[src/gae_pkg.sv]
// Purpose: Shared constants, register map and helpers for the gray absolute encoder block
// Assumes: Register indexes are word indexes; byte address is four times the index
// Notes:   Packed BCD values are four decimal digits in sixteen bits
package gae_pkg;

   // Sizes of the block
   localparam int NPORT = 2;            // Encoder ports
   localparam int NTGT = 48;            // Target value entries
   localparam int NRNG = 8;             // Range comparison entries
   localparam int NENT = 56;            // Entries walked by the compare scanner

   // Register indexes, byte address is index times four
   localparam logic [13:0] IDX_P1_POS = 14'h00e9;   // port1_position_value
   localparam logic [13:0] IDX_P2_LO = 14'h00ea;    // port2_position_low
   localparam logic [13:0] IDX_P2_HI = 14'h00eb;    // port2_position_high
   localparam logic [13:0] IDX_P1_OFF = 14'h19d3;   // port1_origin_offset
   localparam logic [13:0] IDX_P2_OFF = 14'h19d4;   // port2_origin_offset
   localparam logic [13:0] IDX_P1_CFG = 14'h19f3;   // port1_resolution_mode_cfg
   localparam logic [13:0] IDX_P2_CFG = 14'h19f4;   // port2_resolution_mode_cfg
   localparam logic [13:0] IDX_TGT = 14'h0100;      // Target table, 48 words
   localparam logic [13:0] IDX_RLIM = 14'h0140;     // Range limits, 8 words
   localparam logic [13:0] IDX_RCTL = 14'h0148;     // Range control, 8 words
   localparam logic [13:0] IDX_STATUS = 14'h0200;   // Sticky event status, read only
   localparam logic [13:0] IDX_CLEAR = 14'h0201;    // Status clear, write only
   localparam logic [13:0] IDX_IRQEN = 14'h0202;    // Interrupt enable
   localparam logic [13:0] IDX_VECTOR = 14'h0203;   // Last requested subroutine number
   localparam logic [13:0] IDX_FLAGS = 14'h0204;    // Direction and error flags

   // Setup word fields
   localparam int CFG_RES_LSB = 0;      // Resolution code, low byte
   localparam int CFG_MODE_LSB = 8;     // Count mode code, high byte
   localparam logic [7:0] RES_8 = 8'h00;
   localparam logic [7:0] RES_10 = 8'h01;
   localparam logic [7:0] RES_12 = 8'h02;
   localparam logic [7:0] MODE_BCD = 8'h00;
   localparam logic [7:0] MODE_DEG = 8'h01;

   // Table word fields
   localparam int TGT_SUB_LSB = 16;     // Subroutine number in target word
   localparam int TGT_PORT_BIT = 24;    // Port select, 0 port 1, 1 port 2
   localparam int TGT_EN_BIT = 31;      // Entry enable
   localparam int RLIM_HI_LSB = 16;     // Upper limit in range limit word
   localparam int RCTL_PORT_BIT = 8;    // Port select in range control word
   localparam int RCTL_EN_BIT = 31;     // Entry enable

   // Status bits
   localparam int NST = 3;
   localparam int ST_MATCH = 0;
   localparam int ST_RANGE = 1;
   localparam int ST_CFGERR = 2;

   // Reset values
   localparam logic [15:0] RST_CFG = 16'h0000;
   localparam logic [15:0] RST_OFF = 16'h0000;
   localparam logic [31:0] RST_WORD = 32'h0000_0000;
   localparam logic [13:0] DEG_FULL = 14'h0168;     // 360 degrees

   // Input mask for a resolution code
   function automatic logic [11:0] res_mask(input logic [7:0] res);
      case (res)
         RES_8: res_mask = 12'h0ff;
         RES_10: res_mask = 12'h3ff;
         default: res_mask = 12'hfff;
      endcase
   endfunction

   // Binary to packed BCD, shift and add three
   function automatic logic [15:0] bin2bcd(input logic [11:0] b);
      logic [27:0] s;
      int i;
      int j;
      s = {16'h0000, b};
      for (i = 0; i < 12; i++) begin
         for (j = 0; j < 4; j++) begin
            if (s[12 + 4 * j +: 4] > 4'h4) begin
               s[12 + 4 * j +: 4] = s[12 + 4 * j +: 4] + 4'h3;
            end
         end
         s = {s[26:0], 1'b0};
      end
      return s[27:12];
   endfunction

   // Packed BCD to binary
   function automatic logic [13:0] bcd2bin(input logic [15:0] d);
      return 14'(d[15:12]) * 14'h03e8 + 14'(d[11:8]) * 14'h0064 + 14'(d[7:4]) * 14'h000a + 14'(d[3:0]);
   endfunction

endpackage

[src/gae_grayd.sv]
// Purpose: Gray code to binary decode for one encoder port
// Assumes: Input bits above the configured resolution are ignored
// Notes:   Purely combinational
`timescale 1ns/1ps
module gae_grayd (
   input wire logic [11:0] gray,
   input wire logic [7:0] res_code,
   output logic [11:0] bin
);

   logic [11:0] g;   // Gray word cut to resolution

   // Top bit copies gray, each lower bit folds in the bit above
   always_comb begin
      g = gray & gae_pkg::res_mask(res_code);
      bin[11] = g[11];
      for (int i = 10; i >= 0; i--) begin
         bin[i] = bin[i + 1] ^ g[i];
      end
   end

endmodule

[src/gae_conv.sv]
// Purpose: Scale, origin shift, bound and BCD pack of one decoded position
// Assumes: bin already cut to the configured resolution
// Notes:   Offset at or beyond the span is treated as a setup error and ignored
`timescale 1ns/1ps
module gae_conv (
   input wire logic [11:0] bin,
   input wire logic [15:0] cfg,
   input wire logic [15:0] off_bcd,
   output logic [15:0] pv_bcd,
   output logic cfg_bad
);

   logic [7:0] res;      // Resolution code
   logic [7:0] mode;     // Count mode code
   logic [13:0] full;    // Positions per turn
   logic [21:0] prod;    // Scaled product
   logic [13:0] val;     // Value before origin shift
   logic [13:0] span;    // Span of the reported value
   logic [13:0] offb;    // Offset in binary
   logic [13:0] diff;    // Shifted value
   logic off_bad;        // Offset too large

   // Conversion path, all combinational
   always_comb begin
      res = cfg[gae_pkg::CFG_RES_LSB +: 8];
      mode = cfg[gae_pkg::CFG_MODE_LSB +: 8];
      full = 14'(gae_pkg::res_mask(res)) + 14'h0001;
      // Round to nearest by adding half a step; uses set resolution, not the real one
      prod = 22'(bin) * 22'(gae_pkg::DEG_FULL) + 22'(full >> 1);
      case (res)
         gae_pkg::RES_8: prod = prod >> 8;
         gae_pkg::RES_10: prod = prod >> 10;
         default: prod = prod >> 12;
      endcase
      val = (mode == gae_pkg::MODE_DEG) ? prod[13:0] : 14'(bin);
      span = (mode == gae_pkg::MODE_DEG) ? gae_pkg::DEG_FULL : full;
      offb = gae_pkg::bcd2bin(off_bcd);
      off_bad = (offb >= span);
      if (off_bad) begin
         offb = 14'h0000;
      end
      // Origin shift wraps inside the span; exact only when encoder matches setup
      if (val >= offb) begin
         diff = val - offb;
      end else begin
         diff = val + span - offb;
      end
      if (diff >= span) begin
         diff = span - 14'h0001;
      end
      pv_bcd = gae_pkg::bin2bcd(diff[11:0]);
      cfg_bad = (res > gae_pkg::RES_12) || (mode > gae_pkg::MODE_DEG) || off_bad;
   end

endmodule

[src/gae_top.sv]
// Purpose: Two port gray absolute encoder counter with compare interrupts
// Assumes: Encoder inputs synchronous to sys_clk; Avalon-MM slave with one wait state
// Notes:   Compare tables are walked one entry per clock, far faster than the 4 kHz input rate
// Function
// - Low setup byte picks 8, 10, 12 bits
// - Accept gray word spanning 256, 1024, 4096
// - High setup byte picks BCD or degrees
// - Present value stored as four BCD digits
// - Port2 split over high/low words, port1 single
// - Value bounded by mode and resolution
// - 48 targets request subroutine on equality
// - 8 ranges request subroutine while inside
// - Any position can become the zero
// - One origin offset word per port
// - 8-bit degrees round N*360/256 to nearest
// - Degree scaling uses configured resolution
// - Origin shift valid only with matching resolution
// - BCD offset subtracted, 76..435 becomes 0..359
// - Invalid setup raises error indication
// - Per port increment and decrement indication
`timescale 1ns/1ps
module gae_top (
   input wire logic sys_clk,
   input wire logic rst_n,
   input wire logic [15:0] avs_address,
   input wire logic avs_read,
   input wire logic avs_write,
   input wire logic [31:0] avs_writedata,
   output logic [31:0] avs_readdata,
   output logic avs_waitrequest,
   input wire logic [11:0] port1_gray,
   input wire logic [11:0] port2_gray,
   output logic irq,
   output logic cfg_error,
   output logic port1_increment_flag,
   output logic port1_decrement_flag,
   output logic port2_increment_flag,
   output logic port2_decrement_flag
);

   // Whole state of the block
   typedef struct packed {
      logic waitreq;                                       // Avalon wait state
      logic [31:0] rdata;                                  // Read data register
      logic irq;                                           // Interrupt level
      logic [gae_pkg::NPORT-1:0][15:0] off;                // Origin offsets, BCD
      logic [gae_pkg::NPORT-1:0][15:0] cfg;                // Resolution and mode
      logic [gae_pkg::NTGT-1:0][15:0] tgt_val;             // Target values, BCD
      logic [gae_pkg::NTGT-1:0][7:0] tgt_sub;              // Target subroutine numbers
      logic [gae_pkg::NTGT-1:0] tgt_port;                  // Target port select
      logic [gae_pkg::NTGT-1:0] tgt_en;                    // Target enables
      logic [gae_pkg::NTGT-1:0] tgt_hit;                   // Last compare result
      logic [gae_pkg::NRNG-1:0][15:0] rng_lo;              // Lower limits, BCD
      logic [gae_pkg::NRNG-1:0][15:0] rng_hi;              // Upper limits, BCD
      logic [gae_pkg::NRNG-1:0][7:0] rng_sub;              // Range subroutine numbers
      logic [gae_pkg::NRNG-1:0] rng_port;                  // Range port select
      logic [gae_pkg::NRNG-1:0] rng_en;                    // Range enables
      logic [5:0] ptr;                                     // Scanner position
      logic [gae_pkg::NST-1:0] status;                     // Sticky events
      logic [gae_pkg::NST-1:0] irq_en;                     // Interrupt enables
      logic [7:0] vector;                                  // Last requested subroutine
      logic [gae_pkg::NPORT-1:0][15:0] pv;                 // Present values, BCD
      logic [gae_pkg::NPORT-1:0][11:0] prev;               // Last decoded binary
      logic [gae_pkg::NPORT-1:0] inc;                      // Incrementing flags
      logic [gae_pkg::NPORT-1:0] dec;                      // Decrementing flags
      logic err;                                           // Setup error level
   } gae_state_s;

   gae_state_s s;                                          // Registered state
   gae_state_s next_s;                                     // Next state

   logic [gae_pkg::NPORT-1:0][11:0] gray_in;               // Port inputs as array
   logic [gae_pkg::NPORT-1:0][11:0] bin;                   // Decoded binary per port
   logic [gae_pkg::NPORT-1:0][15:0] conv_pv;               // Converted BCD per port
   logic [gae_pkg::NPORT-1:0] conv_bad;                    // Setup error per port

   assign gray_in[0] = port1_gray;
   assign gray_in[1] = port2_gray;

   // One decode and convert path per port
   generate
      for (genvar p = 0; p < gae_pkg::NPORT; p++) begin : g_port
         gae_grayd u_grayd (
            .gray(gray_in[p]),
            .res_code(s.cfg[p][gae_pkg::CFG_RES_LSB +: 8]),
            .bin(bin[p])
         );
         gae_conv u_conv (
            .bin(bin[p]),
            .cfg(s.cfg[p]),
            .off_bcd(s.off[p]),
            .pv_bcd(conv_pv[p]),
            .cfg_bad(conv_bad[p])
         );
      end
   endgenerate

   // Next state: bus slave, port tracking, compare scanner, interrupts
   always_comb begin
      logic [13:0] idx;                                    // Word index of request
      logic [5:0] ti;                                      // Target table index
      logic [2:0] ri;                                      // Range table index
      logic [gae_pkg::NST-1:0] set;                        // Events this cycle
      logic [gae_pkg::NST-1:0] clr;                        // Clears this cycle
      logic [11:0] step;                                   // Modular input step
      logic [15:0] cmp_pv;                                 // Value under compare
      logic hit_now;                                       // Target equal now
      idx = avs_address[15:2];
      ti = 6'h00;
      ri = 3'h0;
      set = '0;
      clr = '0;
      step = 12'h000;
      cmp_pv = 16'h0000;
      hit_now = 1'b0;
      next_s = s;

      // Wait state: drop waitrequest for one cycle after a request is seen
      next_s.waitreq = 1'b1;
      if ((avs_read || avs_write) && s.waitreq) begin
         next_s.waitreq = 1'b0;
      end

      // Read data prepared during the wait cycle; unmapped reads give zero
      if (avs_read && s.waitreq) begin
         next_s.rdata = gae_pkg::RST_WORD;
         if (idx >= gae_pkg::IDX_TGT && idx < gae_pkg::IDX_TGT + 14'(gae_pkg::NTGT)) begin
            ti = 6'(idx - gae_pkg::IDX_TGT);
            next_s.rdata = {s.tgt_en[ti], 6'h00, s.tgt_port[ti], s.tgt_sub[ti], s.tgt_val[ti]};
         end else if (idx >= gae_pkg::IDX_RLIM && idx < gae_pkg::IDX_RCTL) begin
            ri = 3'(idx - gae_pkg::IDX_RLIM);
            next_s.rdata = {s.rng_hi[ri], s.rng_lo[ri]};
         end else if (idx >= gae_pkg::IDX_RCTL && idx < gae_pkg::IDX_RCTL + 14'(gae_pkg::NRNG)) begin
            ri = 3'(idx - gae_pkg::IDX_RCTL);
            next_s.rdata = {s.rng_en[ri], 22'h000000, s.rng_port[ri], s.rng_sub[ri]};
         end else begin
            case (idx)
               gae_pkg::IDX_P1_POS: next_s.rdata = {16'h0000, s.pv[0]};
               gae_pkg::IDX_P2_LO: next_s.rdata = {24'h000000, s.pv[1][7:0]};
               gae_pkg::IDX_P2_HI: next_s.rdata = {24'h000000, s.pv[1][15:8]};
               gae_pkg::IDX_P1_OFF: next_s.rdata = {16'h0000, s.off[0]};
               gae_pkg::IDX_P2_OFF: next_s.rdata = {16'h0000, s.off[1]};
               gae_pkg::IDX_P1_CFG: next_s.rdata = {16'h0000, s.cfg[0]};
               gae_pkg::IDX_P2_CFG: next_s.rdata = {16'h0000, s.cfg[1]};
               gae_pkg::IDX_STATUS: next_s.rdata = 32'(s.status);
               gae_pkg::IDX_IRQEN: next_s.rdata = 32'(s.irq_en);
               gae_pkg::IDX_VECTOR: next_s.rdata = {24'h000000, s.vector};
               gae_pkg::IDX_FLAGS: next_s.rdata = {27'h0000000, s.err, s.dec[1], s.inc[1], s.dec[0], s.inc[0]};
               default: next_s.rdata = gae_pkg::RST_WORD;
            endcase
         end
      end

      // Writes land on the edge where waitrequest is seen low; unmapped writes are dropped
      if (avs_write && !s.waitreq) begin
         if (idx >= gae_pkg::IDX_TGT && idx < gae_pkg::IDX_TGT + 14'(gae_pkg::NTGT)) begin
            ti = 6'(idx - gae_pkg::IDX_TGT);
            next_s.tgt_val[ti] = avs_writedata[15:0];
            next_s.tgt_sub[ti] = avs_writedata[gae_pkg::TGT_SUB_LSB +: 8];
            next_s.tgt_port[ti] = avs_writedata[gae_pkg::TGT_PORT_BIT];
            next_s.tgt_en[ti] = avs_writedata[gae_pkg::TGT_EN_BIT];
            next_s.tgt_hit[ti] = 1'b0;
         end else if (idx >= gae_pkg::IDX_RLIM && idx < gae_pkg::IDX_RCTL) begin
            ri = 3'(idx - gae_pkg::IDX_RLIM);
            next_s.rng_lo[ri] = avs_writedata[15:0];
            next_s.rng_hi[ri] = avs_writedata[gae_pkg::RLIM_HI_LSB +: 16];
         end else if (idx >= gae_pkg::IDX_RCTL && idx < gae_pkg::IDX_RCTL + 14'(gae_pkg::NRNG)) begin
            ri = 3'(idx - gae_pkg::IDX_RCTL);
            next_s.rng_sub[ri] = avs_writedata[7:0];
            next_s.rng_port[ri] = avs_writedata[gae_pkg::RCTL_PORT_BIT];
            next_s.rng_en[ri] = avs_writedata[gae_pkg::RCTL_EN_BIT];
         end else begin
            case (idx)
               gae_pkg::IDX_P1_OFF: next_s.off[0] = avs_writedata[15:0];
               gae_pkg::IDX_P2_OFF: next_s.off[1] = avs_writedata[15:0];
               gae_pkg::IDX_P1_CFG: next_s.cfg[0] = avs_writedata[15:0];
               gae_pkg::IDX_P2_CFG: next_s.cfg[1] = avs_writedata[15:0];
               gae_pkg::IDX_CLEAR: clr = avs_writedata[gae_pkg::NST-1:0];
               gae_pkg::IDX_IRQEN: next_s.irq_en = avs_writedata[gae_pkg::NST-1:0];
               default: ;
            endcase
         end
      end

      // Port tracking: store value and direction of each change
      for (int p = 0; p < gae_pkg::NPORT; p++) begin
         next_s.pv[p] = conv_pv[p];
         if (bin[p] != s.prev[p]) begin
            // Step taken modulo one turn so a wrap through zero keeps its direction
            step = (bin[p] - s.prev[p]) & gae_pkg::res_mask(s.cfg[p][gae_pkg::CFG_RES_LSB +: 8]);
            next_s.inc[p] = ((step & (gae_pkg::res_mask(s.cfg[p][gae_pkg::CFG_RES_LSB +: 8]) >> 1)) == step);
            next_s.dec[p] = !next_s.inc[p];
            next_s.prev[p] = bin[p];
         end
      end

      // Setup error is a level and also a sticky event
      next_s.err = |conv_bad;
      set[gae_pkg::ST_CFGERR] = next_s.err;

      // Scanner visits one table entry per clock
      if (s.ptr < 6'(gae_pkg::NTGT)) begin
         ti = s.ptr;
         cmp_pv = s.tgt_port[ti] ? s.pv[1] : s.pv[0];
         hit_now = s.tgt_en[ti] && (cmp_pv == s.tgt_val[ti]);
         // Fires once on arrival at the target, not every pass while parked on it
         if (hit_now && !s.tgt_hit[ti]) begin
            set[gae_pkg::ST_MATCH] = 1'b1;
            next_s.vector = s.tgt_sub[ti];
         end
         if (!(avs_write && !s.waitreq && idx == gae_pkg::IDX_TGT + 14'(ti))) begin
            next_s.tgt_hit[ti] = hit_now;
         end
      end else begin
         ri = 3'(s.ptr - 6'(gae_pkg::NTGT));
         cmp_pv = s.rng_port[ri] ? s.pv[1] : s.pv[0];
         // Range requests repeat on every pass while the value stays inside
         if (s.rng_en[ri] && cmp_pv >= s.rng_lo[ri] && cmp_pv <= s.rng_hi[ri]) begin
            set[gae_pkg::ST_RANGE] = 1'b1;
            next_s.vector = s.rng_sub[ri];
         end
      end
      next_s.ptr = (s.ptr == 6'(gae_pkg::NENT - 1)) ? 6'h00 : s.ptr + 6'h01;

      // Sticky status: an event in the clear cycle survives
      next_s.status = (s.status & ~clr) | set;
      next_s.irq = |(next_s.status & next_s.irq_en);
   end

   // State register
   always_ff @(posedge sys_clk or negedge rst_n) begin
      if (!rst_n) begin
         s <= '0;
         s.waitreq <= 1'b1;
         s.off <= {gae_pkg::RST_OFF, gae_pkg::RST_OFF};
         s.cfg <= {gae_pkg::RST_CFG, gae_pkg::RST_CFG};
      end else begin
         s <= next_s;
      end
   end

   // Outputs straight from the state register
   assign avs_readdata = s.rdata;
   assign avs_waitrequest = s.waitreq;
   assign irq = s.irq;
   assign cfg_error = s.err;
   assign port1_increment_flag = s.inc[0];
   assign port1_decrement_flag = s.dec[0];
   assign port2_increment_flag = s.inc[1];
   assign port2_decrement_flag = s.dec[1];

endmodule

[config.mk]
export PLATFORM = sky130hd
export DESIGN_NAME = gae_top
export DESIGN_NICKNAME = d
export VERILOG_FILES = /design/src/gae_pkg.sv /design/src/gae_grayd.sv /design/src/gae_conv.sv /design/src/gae_top.sv
export SDC_FILE = /design/constraint.sdc
export NUM_CORES = 2
export LEC_CHECK = 0
export ABC_AREA = 1
export BUFFER_PORTS_ARGS = -buffer_cell sky130_fd_sc_hd__buf_2
export CORE_MARGIN = 10
export CORE_UTILIZATION = 28
export DETAILED_ROUTE_END_ITERATION = 16
export MAX_ROUTING_LAYER = met4
export SETUP_SLACK_MARGIN = 0.05
export SLEW_MARGIN = 20
export SYNTH_ARGS = -nofsm -noshare
export SYNTH_HDL_FRONTEND = slang
export SYNTH_SLANG_ARGS = --single-unit
[constraint.sdc]
create_clock -name sys_clk -period 43.2 [get_ports sys_clk]
set_input_delay 6.48 -clock sys_clk [delete_from_list [all_inputs] [get_ports sys_clk]]
set_output_delay 6.48 -clock sys_clk [all_outputs]
set_load 0.01 [all_outputs]
==> results.json <==
{
  "status": "finished clean",
  "setup_viol": 0,
  "crit_slowest_cell": "xor2_1",
  "critPathLaunchType": "primary input",
  "drt_iter0_drc": 14813,
  "rsz0062_at_grt": "false",
  "overflow": 0,
  "synth_cell_types": 80,
  "place_hpwl_mm": 263,
  "critical_path_class": "primary input to flop",
  "clk_pin_slew_ps": 60,
  "holdPathStages": 2,
  "placed_area_mm2": 0.109,
  "clkLatencyLatePin_ps": 940,
  "place.gp.congestion": 0.945,
  "dieArea_mm2": 0.395,
  "cts_hold_buf": 0,
  "power_density_mw_per_mm2": 49.8,
  "cpMostUsedCell": "nand2_1",
  "p_leak_nw": 50.7,
  "final.min_clock_period_ps": 23430,
  "postCtsSetupRepairBufs": 0,
  "clock_sinks": 1809,
  "arrival_ps": 24130,
  "synthFlopType": "dfrtp_1",
  "ys_ff_latch": 1809,
  "syn2layout_area_growth_pct": 12.5,
  "netlist_top_cells_area": "dfrtp_1 (44%), nand2_1 (11%), o21ai_0 (9.6%), a22oi_1 (5.0%), ha_1 (4.0%)",
  "timing.hold.ws_ps": 471,
  "crit_path_end_kind": "flop",
  "root_buffer": "clkbuf_16",
  "viasPerCell": 5.61,
  "worstMarginPinSlew_ps": 1320,
  "cap_violations": 0,
  "rows": 223,
  "hp-start": "avs_readdata[28]",
  "yosysTopAreaCell": "dfrtp_1",
  "post_cts_resized": 0,
  "path_max_fanout": 15,
  "core-area_mm2": 0.369,
  "postRouteAntennaNets": 0,
  "netlist_area_mm2": 0.104,
  "htree_levels": 4,
  "routed_wl_mm": 435,
  "grt_max_degree": 134,
  "hold_class": "flop to flop",
  "synth_top_cell_area_share_pct": 43.7,
  "required_ps": 43900,
  "crit_path_max_incr_delay_ps": 550,
  "period_share_pct": 54.2,
  "grt_use_total_pct": 21.6,
  "grt_pass1_vias": 92168,
  "seq_area_frac_synth_pct": 43.7,
  "max_slew_margin_pct": 12.1,
  "wire_per_inst_um": 24.8,
  "cts_buffer_depth": 4,
  "worst_r2r_path_depth": 108,
  "fin_setup_tns_ps": 0,
  "layout_commonest_cell": "nand2_1",
  "synthCells": 12768,
  "die_h_um": 628,
  "final_cell_area_mm2": 0.117,
  "async_flop_share_pct": 100,
  "hold_violations": 0,
  "initial_utilization_pct": 28.1,
  "cts-buffers-inserted": 207,
  "reg2reg_slack_ps": 23180,
  "die_x_um": 628,
  "final_cell_mix": "nand2_1 (3018), o21ai_0 (1988), dfrtp_1 (1808), inv_1 (945), a22oi_1 (685)",
  "antenna_found_initial": 47,
  "num_vias": 98415,
  "drc": 0,
  "peakVddDrop_mv": 0.0946,
  "nets": 12888,
  "r2r_start": "s[1718]",
  "fmax_mhz": 42.7,
  "reg2reg_to": "s[31]",
  "port_buffers": 112,
  "synth_edf_count": 0,
  "grt_pass1_wl_mm": 635,
  "tritoncts": "done",
  "syn_area_per_cell_um2": 8.11,
  "final_core_util_pct": 31.6,
  "maxSlewViolCount": 0,
  "fin_skew_ps": 126,
  "ys_warn_count": 0,
  "drtPass1Iterations": 7,
  "drive_above_1_share_pct": 8.18,
  "io_pins": 115,
  "min_to": "avs_readdata[28]"
}
-- metal layers --
layer	part of all wire, %	vias to the layer above	track usage, %	wire [um]
met3	11	1405	5.40	49700
met4	7.2	0	12.9	31100
met5	0	-	-	0
met1	39	47302	26.6	168000
met2	43	6035	31.8	186000
li1	-	43673	-	-
-- registers in the layout, summed over array words and instances (netlist names) --
signal	flops
port1_decrement_flag	1
avs_waitrequest	1
s	1770
cfg_error	1
port2_increment_flag	1
port1_increment_flag	1
avs_readdata	32
irq	1
port2_decrement_flag	1
-- power breakdown --
group	switching (mW)	internal, mW
logic	1.46	0.712
clock network	0.765	1.09
registers	0.0298	1.75
-- how the worst max path moves through the flow --
stage | start | end | cells past startpoint
3_3_place_gp | port1_gray[11] | s[31] | 107
5_1_grt | port1_gray[11] | s[30] | 107
6_report | port1_gray[11] | s[31] | 107
3_5_place_dp | port1_gray[11] | s[31] | 107
4_1_cts | port1_gray[11] | s[31] | 107
2_1_floorplan | port1_gray[11] | s[30] | 104
-- through the flow --
step | setup WS, ps | power [mW] | std cells
after floorplan | 22300 | 3.47 | 12776
after global routing | 17870 | 6.21 | 17525
after CTS | 19730 | 5.81 | 17493
after global placement | 19220 | 3.93 | 17127
after detailed placement | 18920 | 3.97 | 17128
final | 19770 | 5.80 | 17532
-- critical path: cells and delay by family --
kind | cells | cell delay (ps)
xor gates and xnor gates | 10 | 2810
buffers and inverters | 23 | 2020
adders and majority gates | 15 | 4330
AOI/OAI and AO/OA | 10 | 1930
and+or+nand+nor | 49 | 6500
-- kinds of logic after synthesis --
logic type / after synthesis / synth area share [%]
multiplexers: 10 / 0.105
AO/OA/AOI/OAI: 4267 / 25.4
other: 2 / 0.00725
flip-flops: 1809 / 43.7
buffers and inverters: 1993 / 7.38
AND/OR/NAND/NOR: 4113 / 16.4
adder cells (fa/ha/maj): 420 / 5.72
XOR/XNOR: 154 / 1.32
-- area by class of cell --
cell class | instances | area [um^2]
clock buffers | 274 | 5820
clock inverters | 91 | 1180
repair buffers | 383 | 2800
fillers | 39020 | 252000
diodes | 34 | 85.1
flip-flops and latches | 1809 | 45300
multi-input cells | 8974 | 51300
inverters | 1017 | 3880
well taps | 4950 | 6190
-- synthesized netlist by cell type (all sizes together), types with 11 or more instances --
master	number
o2111ai	45
or4	19
a22o	71
nand3	350
o21a	14
ha	330
o41ai	49
a22oi	685
or2	46
o21ai	2013
buf	122
nand2	3091
a21oi	396
fa	90
xnor2	60
nand3b	28
nor2	365
o22ai	391
nor3	57
a32oi	11
a211oi	33
a2111oi	56
clkbuf	854
a21boi	43
nand4	123
o31ai	11
inv	998
o221ai	119
a31oi	28
a221oi	172
nor4	20
o21bai	18
o211ai	47
dfrtp	1808
xor2	94
clkinv	19
(Power assumes the default switching activity.)
